### src/verilog/rotu_pkg.sv
// Constants and types shared by the rotate datapath.
`default_nettype none
package rotu_pkg;
   // Register map, byte addresses of aligned 32-bit words.
   localparam logic [7:0] OFF_AF = 8'h00;
   localparam logic [7:0] OFF_BC = 8'h04;
   localparam logic [7:0] OFF_DE = 8'h08;
   localparam logic [7:0] OFF_PTR = 8'h0C;
   localparam logic [7:0] OFF_IDX = 8'h10;
   localparam logic [7:0] OFF_INSN = 8'h14;
   localparam logic [7:0] OFF_STAT = 8'h18;
   // Values after reset.
   localparam logic [7:0] RST_BYTE = 8'h00;
   localparam logic [15:0] RST_WORD = 16'h0000;
   localparam logic [31:0] RST_INSN = 32'h00000000;
   // Opcode bytes.
   localparam logic [7:0] OP_ACC_LC = 8'h07;
   localparam logic [7:0] OP_ACC_LV = 8'h17;
   localparam logic [7:0] OP_ACC_RC = 8'h0F;
   localparam logic [7:0] OP_ACC_RV = 8'h1F;
   localparam logic [7:0] BIT_OP_PREFIX_BYTE = 8'hCB;
   localparam logic [7:0] INDEX_X_PREFIX_BYTE = 8'hDD;
   localparam logic [7:0] OP_MEM_LC = 8'h06;
   localparam logic [4:0] PFX_ROT_FIELD = 5'h00;
   // Register field codes.
   localparam logic [2:0] RF_B = 3'h0;
   localparam logic [2:0] RF_C = 3'h1;
   localparam logic [2:0] RF_D = 3'h2;
   localparam logic [2:0] RF_E = 3'h3;
   localparam logic [2:0] RF_H = 3'h4;
   localparam logic [2:0] RF_L = 3'h5;
   localparam logic [2:0] RF_MEM = 3'h6;
   localparam logic [2:0] RF_A = 3'h7;
   // Clock states per instruction and memory access points.
   localparam logic [4:0] T_ACC = 5'h04;
   localparam logic [4:0] T_REG = 5'h08;
   localparam logic [4:0] T_PTR = 5'h0F;
   localparam logic [4:0] T_IDX = 5'h17;
   localparam logic [4:0] T_PTR_RD = 5'h08;
   localparam logic [4:0] T_PTR_WR = 5'h0C;
   localparam logic [4:0] T_IDX_RD = 5'h10;
   localparam logic [4:0] T_IDX_WR = 5'h14;
   // Flag bit positions.
   localparam int FL_S = 7;
   localparam int FL_Z = 6;
   localparam int FL_H = 4;
   localparam int FL_PV = 2;
   localparam int FL_N = 1;
   localparam int FL_C = 0;
   // Status bit positions.
   localparam int ST_BUSY = 0;
   localparam int ST_DONE = 1;
   localparam int ST_ERR = 2;
   localparam int ST_CYC_LSB = 8;

   typedef enum logic [0:0] {
      RU_IDLE = 1'b0,
      RU_RUN = 1'b1
   } rotu_state_t;

   typedef enum logic [2:0] {
      K_ACC_LC = 3'b000,
      K_ACC_LV = 3'b001,
      K_ACC_RC = 3'b010,
      K_ACC_RV = 3'b011,
      K_REG = 3'b100,
      K_PTR = 3'b101,
      K_IDX = 3'b110
   } rotu_kind_t;
endpackage
`default_nettype wire

### src/verilog/rotu_top.sv
// Rotate datapath with its register file, APB slave and memory port.
//
// Register access over APB and the register addresses were left to the implementer.
`timescale 1ns/1ns
`default_nettype none
// Contract
// RULE1: Opcode 07 rotates accumulator left circularly, 4 states.
// RULE2: Opcode 17 rotates accumulator left through carry.
// RULE3: Opcode 0F rotates accumulator right circularly, 4 states.
// RULE4: Opcode 1F rotates accumulator right through carry.
// RULE5: Left accumulator rotates: carry old bit 7.
// RULE6: Right accumulator rotates: carry old bit 0.
// RULE7: Prefix then 00000rrr rotates register left, 8 states.
// RULE8: Field codes select B,C,D,E,H,L,A; 110 not register.
// RULE9: Prefixed rotate: sign and zero from result.
// RULE10: Prefixed rotate: parity even flag; half, subtract cleared.
// RULE11: Prefixed rotate carry equals operand bit 7.
// RULE12: Prefix then 06 rotates pointer-pair memory, 15 states.
// RULE13: Index prefix form rotates index plus displacement memory.
// RULE14: Memory forms read, rotate, write back same address.
module rotu_top
   import rotu_pkg::*;
(
   input wire logic pclk,
   input wire logic presetn,
   input wire logic ce,
   input wire logic psel,
   input wire logic penable,
   input wire logic pwrite,
   input wire logic [7:0] paddr,
   input wire logic [31:0] pwdata,
   output logic [31:0] prdata,
   output logic pready,
   output logic pslverr,
   output logic [15:0] mem_addr,
   output logic mem_rd,
   output logic mem_wr,
   output logic [7:0] mem_wdata,
   input wire logic [7:0] mem_rdata,
   input wire logic mem_ack,
   output logic busy
);

   typedef struct packed {
      rotu_state_t st;
      rotu_kind_t kind;
      logic [2:0] rsel;
      logic [7:0] a;
      logic [7:0] f;
      logic [7:0] b;
      logic [7:0] c;
      logic [7:0] d;
      logic [7:0] e;
      logic [7:0] h;
      logic [7:0] l;
      logic [15:0] xreg;
      logic [31:0] insn;
      logic [4:0] tcnt;
      logic [7:0] cyc;
      logic [7:0] last_cyc;
      logic [7:0] opnd;
      logic [15:0] maddr;
      logic mrd;
      logic mwr;
      logic done;
      logic err;
      logic [31:0] rdata;
   } rotu_s_t;

   rotu_s_t s_reg;
   rotu_s_t s_next;

   function automatic logic [7:0] rot_left(input logic [7:0] v,
                                           input logic in0);
      rot_left = {v[6:0], in0};
   endfunction

   function automatic logic [7:0] rot_right(input logic [7:0] v,
                                            input logic in7);
      rot_right = {in7, v[7:1]};
   endfunction

   function automatic logic [4:0] t_total(input rotu_kind_t k);
      case (k)
         K_REG: t_total = T_REG;
         K_PTR: t_total = T_PTR;
         K_IDX: t_total = T_IDX;
         default: t_total = T_ACC;
      endcase
   endfunction

   // Flags of the prefixed rotate from operand and result.
   function automatic logic [7:0] pfx_flags(input logic [7:0] op,
                                            input logic [7:0] r);
      logic [7:0] fl;
      fl = 8'h00;
      fl[FL_S] = r[7]; // RULE9
      fl[FL_Z] = (r == 8'h00); // RULE9
      fl[FL_PV] = ~^r; // RULE10
      fl[FL_C] = op[7]; // RULE11
      pfx_flags = fl;
   endfunction

   // Flags of the accumulator rotates; half-carry and subtract drop.
   function automatic logic [7:0] acc_flags(input logic [7:0] fo,
                                            input logic cy);
      logic [7:0] fl;
      fl = fo;
      fl[FL_H] = 1'b0;
      fl[FL_N] = 1'b0;
      fl[FL_C] = cy;
      acc_flags = fl;
   endfunction

   function automatic logic [7:0] reg_pick(input rotu_s_t s,
                                           input logic [2:0] code);
      case (code) // RULE8
         RF_B: reg_pick = s.b;
         RF_C: reg_pick = s.c;
         RF_D: reg_pick = s.d;
         RF_E: reg_pick = s.e;
         RF_H: reg_pick = s.h;
         RF_L: reg_pick = s.l;
         RF_A: reg_pick = s.a;
         default: reg_pick = 8'h00;
      endcase
   endfunction

   // Status word; its count covers clock states but not memory waits.
   function automatic logic [31:0] stat_word(input rotu_s_t s);
      logic [31:0] w;
      w = 32'h00000000;
      w[ST_BUSY] = (s.st == RU_RUN);
      w[ST_DONE] = s.done;
      w[ST_ERR] = s.err;
      w[ST_CYC_LSB +: 8] = s.last_cyc;
      stat_word = w;
   endfunction

   logic setup;
   logic access;
   logic known;
   logic refuse;
   logic stall;
   logic [7:0] b0;
   logic [7:0] b1;
   logic [7:0] b2;
   logic [7:0] b3;
   logic [7:0] rv;
   logic [7:0] rr;
   logic [4:0] tn;

   assign setup = psel & ~penable & ce;
   assign access = psel & penable & ce;
   assign known = (paddr == OFF_AF) | (paddr == OFF_BC) |
                  (paddr == OFF_DE) | (paddr == OFF_PTR) |
                  (paddr == OFF_IDX) | (paddr == OFF_INSN) |
                  (paddr == OFF_STAT);
   // Register writes during a run would corrupt the operand, so refuse.
   assign refuse = ~known | (pwrite & (s_reg.st == RU_RUN)) |
                   (pwrite & (paddr == OFF_STAT));
   // A frozen clock enable must not let an access complete.
   assign pready = psel & penable & ce;
   assign pslverr = pready & refuse;
   // The memory answer is same-clock logic, so it is read unsynchronised.
   // A memory wait holds the run counter until the answer comes.
   assign stall = (s_reg.mrd | s_reg.mwr) & ~mem_ack;

   always_comb begin
      s_next = s_reg;
      b0 = pwdata[7:0];
      b1 = pwdata[15:8];
      b2 = pwdata[23:16];
      b3 = pwdata[31:24];
      rv = 8'h00;
      rr = 8'h00;
      tn = 5'h00;
      // Read data is captured in the setup phase so it stands for the access.
      if (setup) begin
         case (paddr)
            OFF_AF: s_next.rdata = {16'h0000, s_reg.a, s_reg.f};
            OFF_BC: s_next.rdata = {16'h0000, s_reg.b, s_reg.c};
            OFF_DE: s_next.rdata = {16'h0000, s_reg.d, s_reg.e};
            OFF_PTR: s_next.rdata = {16'h0000, s_reg.h, s_reg.l};
            OFF_IDX: s_next.rdata = {16'h0000, s_reg.xreg};
            OFF_INSN: s_next.rdata = s_reg.insn;
            OFF_STAT: s_next.rdata = stat_word(s_reg);
            default: s_next.rdata = 32'h00000000;
         endcase
      end
      if (access & pwrite & ~refuse) begin
         case (paddr)
            OFF_AF: {s_next.a, s_next.f} = pwdata[15:0];
            OFF_BC: {s_next.b, s_next.c} = pwdata[15:0];
            OFF_DE: {s_next.d, s_next.e} = pwdata[15:0];
            OFF_PTR: {s_next.h, s_next.l} = pwdata[15:0];
            OFF_IDX: s_next.xreg = pwdata[15:0];
            OFF_INSN: begin
               s_next.insn = pwdata;
               s_next.done = 1'b0;
               s_next.err = 1'b0;
               s_next.tcnt = 5'h00;
               s_next.cyc = 8'h00;
               // A stale operand of an earlier run must not reach the write.
               s_next.opnd = RST_BYTE;
               s_next.st = RU_RUN;
               if (b0 == OP_ACC_LC) begin
                  s_next.kind = K_ACC_LC;
               end else if (b0 == OP_ACC_LV) begin
                  s_next.kind = K_ACC_LV;
               end else if (b0 == OP_ACC_RC) begin
                  s_next.kind = K_ACC_RC;
               end else if (b0 == OP_ACC_RV) begin
                  s_next.kind = K_ACC_RV;
               end else if (b0 == BIT_OP_PREFIX_BYTE &&
                            b1[7:3] == PFX_ROT_FIELD) begin
                  s_next.rsel = b1[2:0];
                  if (b1[2:0] == RF_MEM) begin
                     s_next.kind = K_PTR; // RULE12
                     s_next.maddr = {s_reg.h, s_reg.l};
                  end else begin
                     s_next.kind = K_REG; // RULE7
                  end
               end else if (b0 == INDEX_X_PREFIX_BYTE &&
                            b1 == BIT_OP_PREFIX_BYTE &&
                            b3 == OP_MEM_LC) begin
                  s_next.kind = K_IDX; // RULE13
                  s_next.maddr = s_reg.xreg + {{8{b2[7]}}, b2};
               end else begin
                  s_next.err = 1'b1;
                  s_next.st = RU_IDLE;
               end
            end
            default: s_next.err = s_next.err;
         endcase
      end
      if (ce && s_reg.st == RU_RUN && !stall) begin
         s_next.cyc = s_reg.cyc + 8'h01;
         if (s_reg.mrd) begin
            s_next.opnd = mem_rdata; // RULE14
            s_next.mrd = 1'b0;
         end
         if (s_reg.mwr) begin
            s_next.mwr = 1'b0;
         end
         if (s_reg.tcnt == t_total(s_reg.kind) - 5'h01) begin
            s_next.st = RU_IDLE;
            s_next.done = 1'b1;
            s_next.last_cyc = s_reg.cyc + 8'h01;
            case (s_reg.kind)
               K_ACC_LC: begin
                  s_next.a = rot_left(s_reg.a, s_reg.a[7]); // RULE1
                  s_next.f = acc_flags(s_reg.f, s_reg.a[7]); // RULE5
               end
               K_ACC_LV: begin
                  s_next.a = rot_left(s_reg.a, s_reg.f[FL_C]); // RULE2
                  s_next.f = acc_flags(s_reg.f, s_reg.a[7]); // RULE5
               end
               K_ACC_RC: begin
                  s_next.a = rot_right(s_reg.a, s_reg.a[0]); // RULE3
                  s_next.f = acc_flags(s_reg.f, s_reg.a[0]); // RULE6
               end
               K_ACC_RV: begin
                  s_next.a = rot_right(s_reg.a, s_reg.f[FL_C]); // RULE4
                  s_next.f = acc_flags(s_reg.f, s_reg.a[0]); // RULE6
               end
               K_REG: begin
                  rv = reg_pick(s_reg, s_reg.rsel);
                  rr = rot_left(rv, rv[7]); // RULE7
                  s_next.f = pfx_flags(rv, rr); // RULE10
                  case (s_reg.rsel) // RULE8
                     RF_B: s_next.b = rr;
                     RF_C: s_next.c = rr;
                     RF_D: s_next.d = rr;
                     RF_E: s_next.e = rr;
                     RF_H: s_next.h = rr;
                     RF_L: s_next.l = rr;
                     default: s_next.a = rr;
                  endcase
               end
               K_PTR, K_IDX: begin
                  // Memory forms change only the flags among the registers.
                  s_next.f = pfx_flags(s_reg.opnd,
                     rot_left(s_reg.opnd, s_reg.opnd[7])); // RULE11
               end
               default: s_next.f = s_reg.f;
            endcase
         end else begin
            tn = s_reg.tcnt + 5'h01;
            s_next.tcnt = tn;
            // Strobes rise so that the access fills its own state.
            if (s_reg.kind == K_PTR) begin
               s_next.mrd = (tn == T_PTR_RD); // RULE12
               s_next.mwr = (tn == T_PTR_WR); // RULE14
            end
            if (s_reg.kind == K_IDX) begin
               s_next.mrd = (tn == T_IDX_RD); // RULE13
               s_next.mwr = (tn == T_IDX_WR); // RULE14
            end
         end
      end
   end

   // Clock enable low freezes the whole state, the run counter included.
   always_ff @(posedge pclk or negedge presetn) begin
      if (!presetn) begin
         s_reg <= '{
            st: RU_IDLE,
            kind: K_ACC_LC,
            rsel: RF_B,
            a: RST_BYTE,
            f: RST_BYTE,
            b: RST_BYTE,
            c: RST_BYTE,
            d: RST_BYTE,
            e: RST_BYTE,
            h: RST_BYTE,
            l: RST_BYTE,
            xreg: RST_WORD,
            insn: RST_INSN,
            tcnt: 5'h00,
            cyc: 8'h00,
            last_cyc: 8'h00,
            opnd: RST_BYTE,
            maddr: RST_WORD,
            mrd: 1'b0,
            mwr: 1'b0,
            done: 1'b0,
            err: 1'b0,
            rdata: 32'h00000000
         };
      end else if (ce) begin
         s_reg <= s_next;
      end
   end

   assign prdata = s_reg.rdata;
   assign mem_addr = s_reg.maddr;
   assign mem_rd = s_reg.mrd;
   assign mem_wr = s_reg.mwr;
   // The written byte is the rotate of the byte just read.
   assign mem_wdata = rot_left(s_reg.opnd, s_reg.opnd[7]);
   assign busy = (s_reg.st == RU_RUN);

endmodule
`default_nettype wire

### config.mk
export PLATFORM = sky130hd
export DESIGN_NAME = rotu_top
export DESIGN_NICKNAME = d
export VERILOG_FILES = /design/src/verilog/rotu_pkg.sv /design/src/verilog/rotu_top.sv
export SDC_FILE = /design/constraint.sdc
export NUM_CORES = 1
export LEC_CHECK = 0
export ABC_AREA = 1
export BUFFER_PORTS_ARGS = -buffer_cell sky130_fd_sc_hd__buf_2
export CAP_MARGIN = 20
export CORE_ASPECT_RATIO = 0.9
export CORE_MARGIN = 8
export CORE_UTILIZATION = 47
export DETAILED_ROUTE_END_ITERATION = 8
export PLACE_DENSITY = 0.74
export SLEW_MARGIN = 15
export SYNTH_ARGS = -nofsm -noshare
export SYNTH_HDL_FRONTEND = slang
export SYNTH_SLANG_ARGS = --single-unit
### constraint.sdc
create_clock -name pclk -period 2.2 [get_ports pclk]
set_clock_uncertainty 0.1 [all_clocks]
set_input_delay 0.11 -clock pclk [delete_from_list [all_inputs] [get_ports pclk]]
set_output_delay 0.11 -clock pclk [all_outputs]
set_load 0.005 [all_outputs]
# After elaboration in Yosys (flattened, before gate mapping)
# Cells that the tools add are included.
[classes] n_addsub=4 eq_ne=37 muxes=74 bitwise=27 reduce_logical=33
[op_table] operator="$pmux 32 s7" count=1
[op_table] operator="$mux 16" count=12
[op_table] operator="$mux 132" count=1
[op_table] operator="$mux 64" count=2
[op_table] operator="$mux 8" count=12
[op_table] operator="$pmux 8 s7" count=1
[op_table] operator="$mux 24" count=2
[op_table] operator="$mux 48" count=1
[op_table] operator="$mux 45" count=1
[op_table] operator="$eq 8x5->1 const B" count=5
[op_table] operator="$pmux 8 s5" count=1
[op_table] operator="$mux 3" count=11
[op_table] operator="$pmux 8 s4" count=1
[op_table] operator="$mux 29" count=1
[op_table] operator="$eq 8x3->1 const B" count=3
[op_table] operator="$eq 8x4->1 const B" count=3
[op_table] operator="$eq 8x8->1 const B" count=3
[op_table] operator="$logic_not 8->1" count=3
[op_table] operator="$eq 3x3->1 const B" count=7
[op_table] operator="$mux 1" count=19
[op_table] operator="$add 16x16->16" count=1
[op_table] operator="$reduce_xnor 8->1" count=2
[op_table] operator="$pmux 5 s3" count=1
[op_table] operator="$eq 3x2->1 const B" count=4
[op_table] operator="other kinds (30)" count=77
[word_totals] reg_bits=200

# Longest topological paths before layout
# Gate-level depths: netlist (run 1).
[logic_depth] word_depth=17 mapped_depth=16 ltp_nobuf=16

# Least setup slack after synthesis (run 1)
# Ideal clock, no wire load.
[synth_path] kind="register -> register" start="register s_reg[194] in the netlist's numbering" end="register s_reg[179] in the netlist's numbering" arrival_ns=2.174 setup_slack_ns=-0.191 stages_incl_launch_ff=16 n_path_buf=1 cell_sequence="dfrtp_1 buf_2 nor2_2 nand2_1 nor2_1 nor3_1 nand2_1 inv_1 ha_1 xor2_1 xnor2_1 o22ai_1 nand2_1 nand2_1 nand2_1 nand2_1"
[synth_between] elab_chain_cells=9 elab_cells_between_ends=15
[synth_rtl] element="from (decl)" line="rotu_top.sv:70" rtl="rotu_s_t s_reg;"
[synth_rtl] element="from (signal assigned)" line="rotu_top.sv:307" rtl="s_reg <= '{"
[synth_rtl] element="from (signal assigned)" line="rotu_top.sv:333" rtl="s_reg <= s_next;"
[synth_rtl] element="$eq 3x3->1, or another cell as far along" line="rotu_top.sv:117" rtl="case (code)"
[synth_rtl] element="$pmux 8 s7 *" line="rotu_top.sv:117"
[synth_rtl] element="$mux 8 *" line="rotu_top.sv:250" rtl="case (s_reg.kind)"
[synth_rtl] element="$mux 8 *" line="rotu_top.sv:246" rtl="if (s_reg.tcnt == t_total(s_reg.kind) - 5'h01) begin"
[synth_rtl] element="$mux 8 *" line="rotu_top.sv:237" rtl="if (ce && s_reg.st == RU_RUN && !stall) begin"
[synth_rtl] element="$reduce_xnor 8->1 *" line="rotu_top.sv:99" rtl="fl[FL_PV] = ~^r;"
[synth_rtl] element="$pmux 8 s4 *" line="rotu_top.sv:250"
[synth_rtl] element="$mux 64 *" line="rotu_top.sv:246"
[synth_rtl] element="$mux 64 *" line="rotu_top.sv:237"
# Mark *: on every way between the ends. The rest lies on a longest branch, timed or not. The select of a mux whose other input is x is not followed.
# A chain may end at the register's enable or synchronous reset.

# Worst setup path after layout (run 1)
# Same ends and word-level chain as after synthesis.

==> impl_metrics.tcl, run 1 <==
set metrics [dict create \
    nets 2172 \
    setup-violations-final 2 \
    initial_core_util_pct 47.80 \
    fillers 2576 \
    clockBufferDepth 2 \
    drtIter0Drc 1855 \
    power_density_nw_per_um2 644.1 \
    slew_headroom_pct 51.76 \
    path_max_fanout 5 \
    cts.reportedPaths.clkPinSlew_ns 0.10 \
    cts_tree "done" \
    final_cells 2459 \
    first_pass_iters 6 \
    grt_antenna_before_repair 4 \
    irDropWorstVdd_uv 524.0 \
    ys.flop_type "dfrtp_1" \
    die_y_um 173.3 \
    finalCriticalPeriod_ns 2.370 \
    cpMostUsedCell "nand2_1" \
    place_congestion 1.046 \
    grt_pass1_wl_mm 77.25 \
    timing.fmax_mhz 421.9 \
    pwr-share-clk_pct 34.3 \
    viasPerCell 5.738 \
    synth_nets 1957 \
    ys_top_cells_by_area "dfrtp_1, nand2_1, nand3_1" \
    clock-root-buffer "clkbuf_16" \
    pwr-share-seq_pct 41.4 \
    ys_seq_elements 200 \
    p_int_uw 6659 \
    gr-total-overflow 0 \
    finalWorstSetupSlack_ns -0.1704 \
    yosys.area.top_type "dfrtp_1" \
    worst_pin_slew_ns 0.7236 \
    critical_path_required_ns 2.49 \
    crit_arrival_ns 2.67 \
    slew_violations 0 \
    cp-start-kind "flop" \
    syn_avg_cell_area_um2 6.891 \
    route.vias.total 14110 \
    post-place-cells 2366 \
    area_delta_synth_final_pct 23.64 \
    end_kind "flop" \
    die_w_um 190.8 \
    p_sw_uw 3629 \
    first_global_vias 13280 \
    core_um2 27030 \
    cts.sinks 200 \
    fin_tns_setup_ns -0.1705 \
    ant_nets 0 \
    clk-insertion-delay-late_ns 0.46 \
    synth_edf_count 0 \
    largest_reg_flops 141 \
    synth_commonest_cells "nand2_1, nand3_1, dfrtp_1" \
    min_path_type "in2reg" \
    crit_chain "buf_4 -> buf_4 -> nor3_4 -> nand2_1 -> nand2_1 -> nor2_1 -> nand2_1 -> inv_2 -> ha_4 -> xor2_4 -> xnor2_2 -> o22ai_1 -> nand2_1 -> nand2_1 -> nand2_1 -> nand2_1" \
    synthArstFlopShare_pct 100.0 \
    dieArea_um2 33060 \
    yosysSeqAreaShare_pct 38.74 \
    dpl.hpwl_mm 37.46 \
    synth_cells 1875 \
    grt_max_degree 59 \
    drt_drc_violations_left 0 \
    finalHoldViolations 0 \
    routed_wirelength_mm 50.49 \
    violations "negative setup slack" \
    io_pins 116 \
    cpPeakStageDelay_ns 0.45 \
    yosysTopAreaCellShare_pct 38.74 \
    yosys_warnings 0 \
    rsz0062_at_grt "true" \
    syn_area_um2 12920 \
    track_usage_pct 29.89 \
    utilization_pct 59.10 \
    routedWlPerCell_um 20.53 \
    yosys.cell_count.top_type "nand2_1" \
    cts_max_level 4 \
    cts_buffers 17 \
    row_count 57 \
    drive_above_1_share_pct 20.21 \
    swShare_pct 35.27 \
    crit_path_top_delay_cell "dfrtp_2" \
    synth.distinct_cells 45 \
    p_leak_uw 0.008318 \
    worstSetupPathType "reg2reg" \
    max_cap_viol_count 0 \
    outcome "complete, but fails checks" \
    numPortBuffers 115 \
    p_comb_share_pct 24.3 \
    period_share_pct 107.7 \
]
==> timing repair <==
action	CTS	global route
hold buffers	36	0
endpoints found under the hold margin	238	0
gates resized for setup	13	81
endpoints found under the setup margin	28	76
pin swaps	3	19
setup buffers	5	18
==> placed cells by master (no fill, tap or decap), types with 14 or more instances in the layout <==
master	Yosys	final
clkbuf_16	0	17
inv_2	7	14
nand2_1	640	631
dfrtp_1	200	195
dlygate4sd3_1	0	36
o22ai_1	19	19
nand3_1	229	222
inv_1	166	155
o31ai_1	19	19
nand2_2	8	15
nor2_2	9	14
nand4_1	26	26
a21oi_1	57	54
buf_4	62	164
buf_2	28	113
nor2_1	108	96
ha_1	26	18
o21ai_0	116	109
o21ai_1	18	24
==> final timing paths <==
kind | startpoint | to | slack (ns) | cells after the start
worst max-delay path | s_reg[194] | s_reg[179] | -0.17 | 16
worst min-delay path | pwdata[4] | s_reg[165] | 0.02 | 5
worst max register to register | s_reg[194] | s_reg[179] | -0.17 | 16
worst min register to register | mem_addr[11] | mem_addr[11] | 0.38 | 2
max in group asynchronous | presetn | s_reg[193] | 1.27 | 3
min in group asynchronous | presetn | prdata[21] | 0.03 | 2
==> layer usage <==
layer	wire length (um)	track usage, %	vias to the layer above
li1	-	-	6486
met1	20160	38.79	6554
met2	21410	44.42	850
met3	5639	8.387	218
met4	3270	16.05	2
met5	13	0	-
==> critical path: cells and delay by family, from the launching register on <==
kind / cells / cell delay (ns)
AO/OA/AOI/OAI: 1 / 0.17
AND/OR/NAND/NOR: 9 / 0.67
XOR/XNOR: 2 / 0.31
flip-flops: 1 / 0.45
adder cells (fa/ha/maj): 1 / 0.26
buffers and inverters: 3 / 0.34
==> final cells by class <==
class                           instances  area, um^2  share of cell area (%)
Clock buffer                           17       425.4                   2.663
Tap cell                              354       442.9                   2.773
Multi-Input combinational cell       1363        6770                   42.38
Clock inverter                         15       224.0                   1.402
Antenna cell                            2       5.005                 0.03133
Timing Repair Buffer                  327        2396                   15.00
Sequential cell                       200        5011                   31.37
Inverter                              181       699.4                   4.378
==> kinds of logic after synthesis <==
| family | Yosys count | share of synthesized area [%] |
|---|---|---|
| fa+ha+maj | 27 | 2.673 |
| flops | 200 | 38.74 |
| simple gates | 1053 | 34.45 |
| xor+xnor | 22 | 1.491 |
| compound gates | 261 | 11.32 |
| buf+inv | 312 | 11.33 |
==> power by group through the flow <==
stage          sequential [uW]  clock, uW  combinational (uW)
3_5_place_dp              4300          0                2080
4_1_cts                   4230       3570                2170
5_1_grt                   4280       3700                2710
6_report                  4260       3530                2500
3_3_place_gp              4300          0                2040
2_1_floorplan             4210          0                1240
==> metrics by stage <==
step	setup WS, ns	hold WS [ns]	total power (uW)	instance area (um^2)
floorplan	0.01278	-0.2856	5446	12960
global placement	-0.2529	-0.03134	6343	14440
detailed placement	-0.2989	-0.02847	6385	14440
CTS	-0.2099	0.002078	9971	15530
global route	-0.3018	0.04101	10690	15970
finish	-0.1704	0.01632	10290	15970
(Power assumes the default switching activity.)
==> inputs of run 2 (changes only) <==
Settings changed: MAX_ROUTING_LAYER set to met4, RECOVER_POWER set to 25.
Clock period 2.2 ns to 2.05 ns, I/O delays scaled along.
==> impl_metrics.tcl, run 2 (synthesis results as in run 1) <==
set metrics [dict create \
    outcome "complete, but fails checks" \
    violations "design-rule violations, negative setup slack" \
    numPortBuffers 115 \
    fin_tns_setup_ns -4.411 \
    cp-start-kind "flop" \
    viasPerCell 5.816 \
    cts_tree "done" \
    met2_usage_pct 45.36 \
    first_pass_iters 9 \
    rsz0062_at_grt "true" \
    irDropWorstVdd_uv 536.0 \
    critical_path_required_ns 2.28 \
    seq_area_um2 5016 \
    cts_buffers 17 \
    track_usage_pct 31.24 \
    crit_arrival_ns 2.60 \
    cts.reportedPaths.clkPinSlew_ns 0.08 \
    drtIter0Drc 2108 \
    row_count 57 \
    worstSetupPathType "reg2reg" \
    final_common_cell "nand2_1" \
    finalHoldViolations 0 \
    dieArea_um2 33060 \
    met1_usage_pct 39.55 \
    max_cap_viol_count 0 \
    die_w_um 190.8 \
    finalWorstSetupSlack_ns -0.3179 \
    largest_reg_flops 141 \
    p_leak_uw 0.009017 \
    route.vias.total 14800 \
    grt_use_met3_pct 8.467 \
    finalCriticalPeriod_ns 2.368 \
    die_y_um 173.3 \
    initial_core_util_pct 47.80 \
    core_um2 27030 \
    slew_violations 0 \
    gr-total-overflow 0 \
    min_path_type "in2reg" \
    period_share_pct 115.5 \
    place_ws_ns -0.4315 \
    area_delta_synth_final_pct 35.80 \
    worst_pin_slew_ns 1.167 \
    holdWs_ns 0.006899 \
    final_cell_mix "nand2_1, buf_4, dfrtp_1" \
    cts_max_level 4 \
    routedWlPerCell_um 21.04 \
    power_density_nw_per_um2 629.3 \
    io_pins 116 \
    utilization_pct 64.91 \
    grt.busiest_layer "met2" \
    dpl.hpwl_mm 38.24 \
    grt_pass1_wl_mm 78.18 \
    drt_drc_violations_left 6 \
    clock-root-buffer "clkbuf_16" \
    path_max_fanout 6 \
    cts.sinks 200 \
    grt_antenna_before_repair 0 \
    timing.fmax_mhz 422.3 \
    multi_input_area_um2 7516 \
    routed_wirelength_mm 53.52 \
    first_global_vias 13550 \
    grt_max_degree 60 \
    drive_above_1_share_pct 29.09 \
    setup-violations-final 63 \
    clockBufferDepth 2 \
    fillers 2273 \
    nets 2259 \
    end_kind "flop" \
    clk-insertion-delay-late_ns 0.45 \
    slew_headroom_pct 22.21 \
    place_congestion 1.093 \
    antenna_cells 0 \
    ant_nets 0 \
]
## run 2: cell count changes in the layout (fill, tap and decap cells not counted), moves of 7 or more
cell / previous run / this run
nand3_1: 222 / 159
nand2_1: 631 / 619
o21ai_0: 109 / 101
buf_6: 4 / 21
a21oi_2: 4 / 16
buf_4: 164 / 223
nand3_2: 6 / 64
nand2_4: 2 / 9
inv_1: 155 / 146
a21oi_1: 54 / 37
## run 2: per-stage QoR
step	total power (uW)	cells	cell area (um^2)
final	11040	2544	17550
after global routing	11450	2544	17550
after CTS	10640	2517	16310
after detailed placement	6982	2437	15070
after global placement	6929	2437	15070
after floorplan	5882	1875	13030
## run 2: path summary, 6_finish.rpt
kind,end,slack (ns),startpoint,cells past startpoint
hold / removal,s_reg[88],0.007,pwdata[7],3
min in group asynchronous,prdata[18],0.32,presetn,2
hold reg to reg,mem_addr[5],0.38,mem_addr[5],2
max in group asynchronous,mem_addr[9],0.25,presetn,3
setup / recovery,s_reg[179],-0.32,s_reg[193],16
setup reg to reg,s_reg[179],-0.32,s_reg[193],16
## run 2: cell type report
cell class / instances / share of cell area, %
clock buffers: 17 / 2.425
multi-input cells: 1363 / 42.84
repair buffers: 412 / 18.25
flip-flops and latches: 200 / 28.59
well taps: 354 / 2.524
inverters: 181 / 4.157
clock inverters: 15 / 1.084
repair inverters: 2 / 0.1355
## run 2: power breakdown
group | internal [uW] | total (uW) | switching (uW)
combinational | 1180 | 2920 | 1740
sequential | 4230 | 4540 | 315
clock | 1680 | 3580 | 1890
total | 7090 | 11000 | 3950
## run 2: worst max-delay path, stage by stage, from the launching register on
cell	delay, ns
dfrtp_2	0.49
inv_4	0.08
nor2_4	0.24
buf_6	0.13
nand2_1	0.04
o21ai_1	0.08
nor2_1	0.05
nand2_1	0.11
inv_2	0.07
ha_4	0.30
xnor2_4	0.13
xnor2_2	0.14
o22ai_1	0.10
nand2_1	0.07
nand2_1	0.04
nand2_1	0.05
nand2_1	0.05
## run 2: metal layers
layer | wire, um | part of all wire (%) | up-vias
met1 | 20300 | 38 | 6863
met4 | 3508 | 6.6 | 0
met5 | 0 | 0 | -
li1 | - | - | 6662
met2 | 23070 | 43 | 1019
met3 | 6644 | 12 | 252
## run 2: what timing repair did
item                                   CTS  global route
hold buffers                            33             0
pin swaps                               17            88
endpoints found under the hold margin  235             0
gates resized for setup                 39           235
cloned                                   0             3
setup buffers                           17            24
setup endpoints to repair               62            86
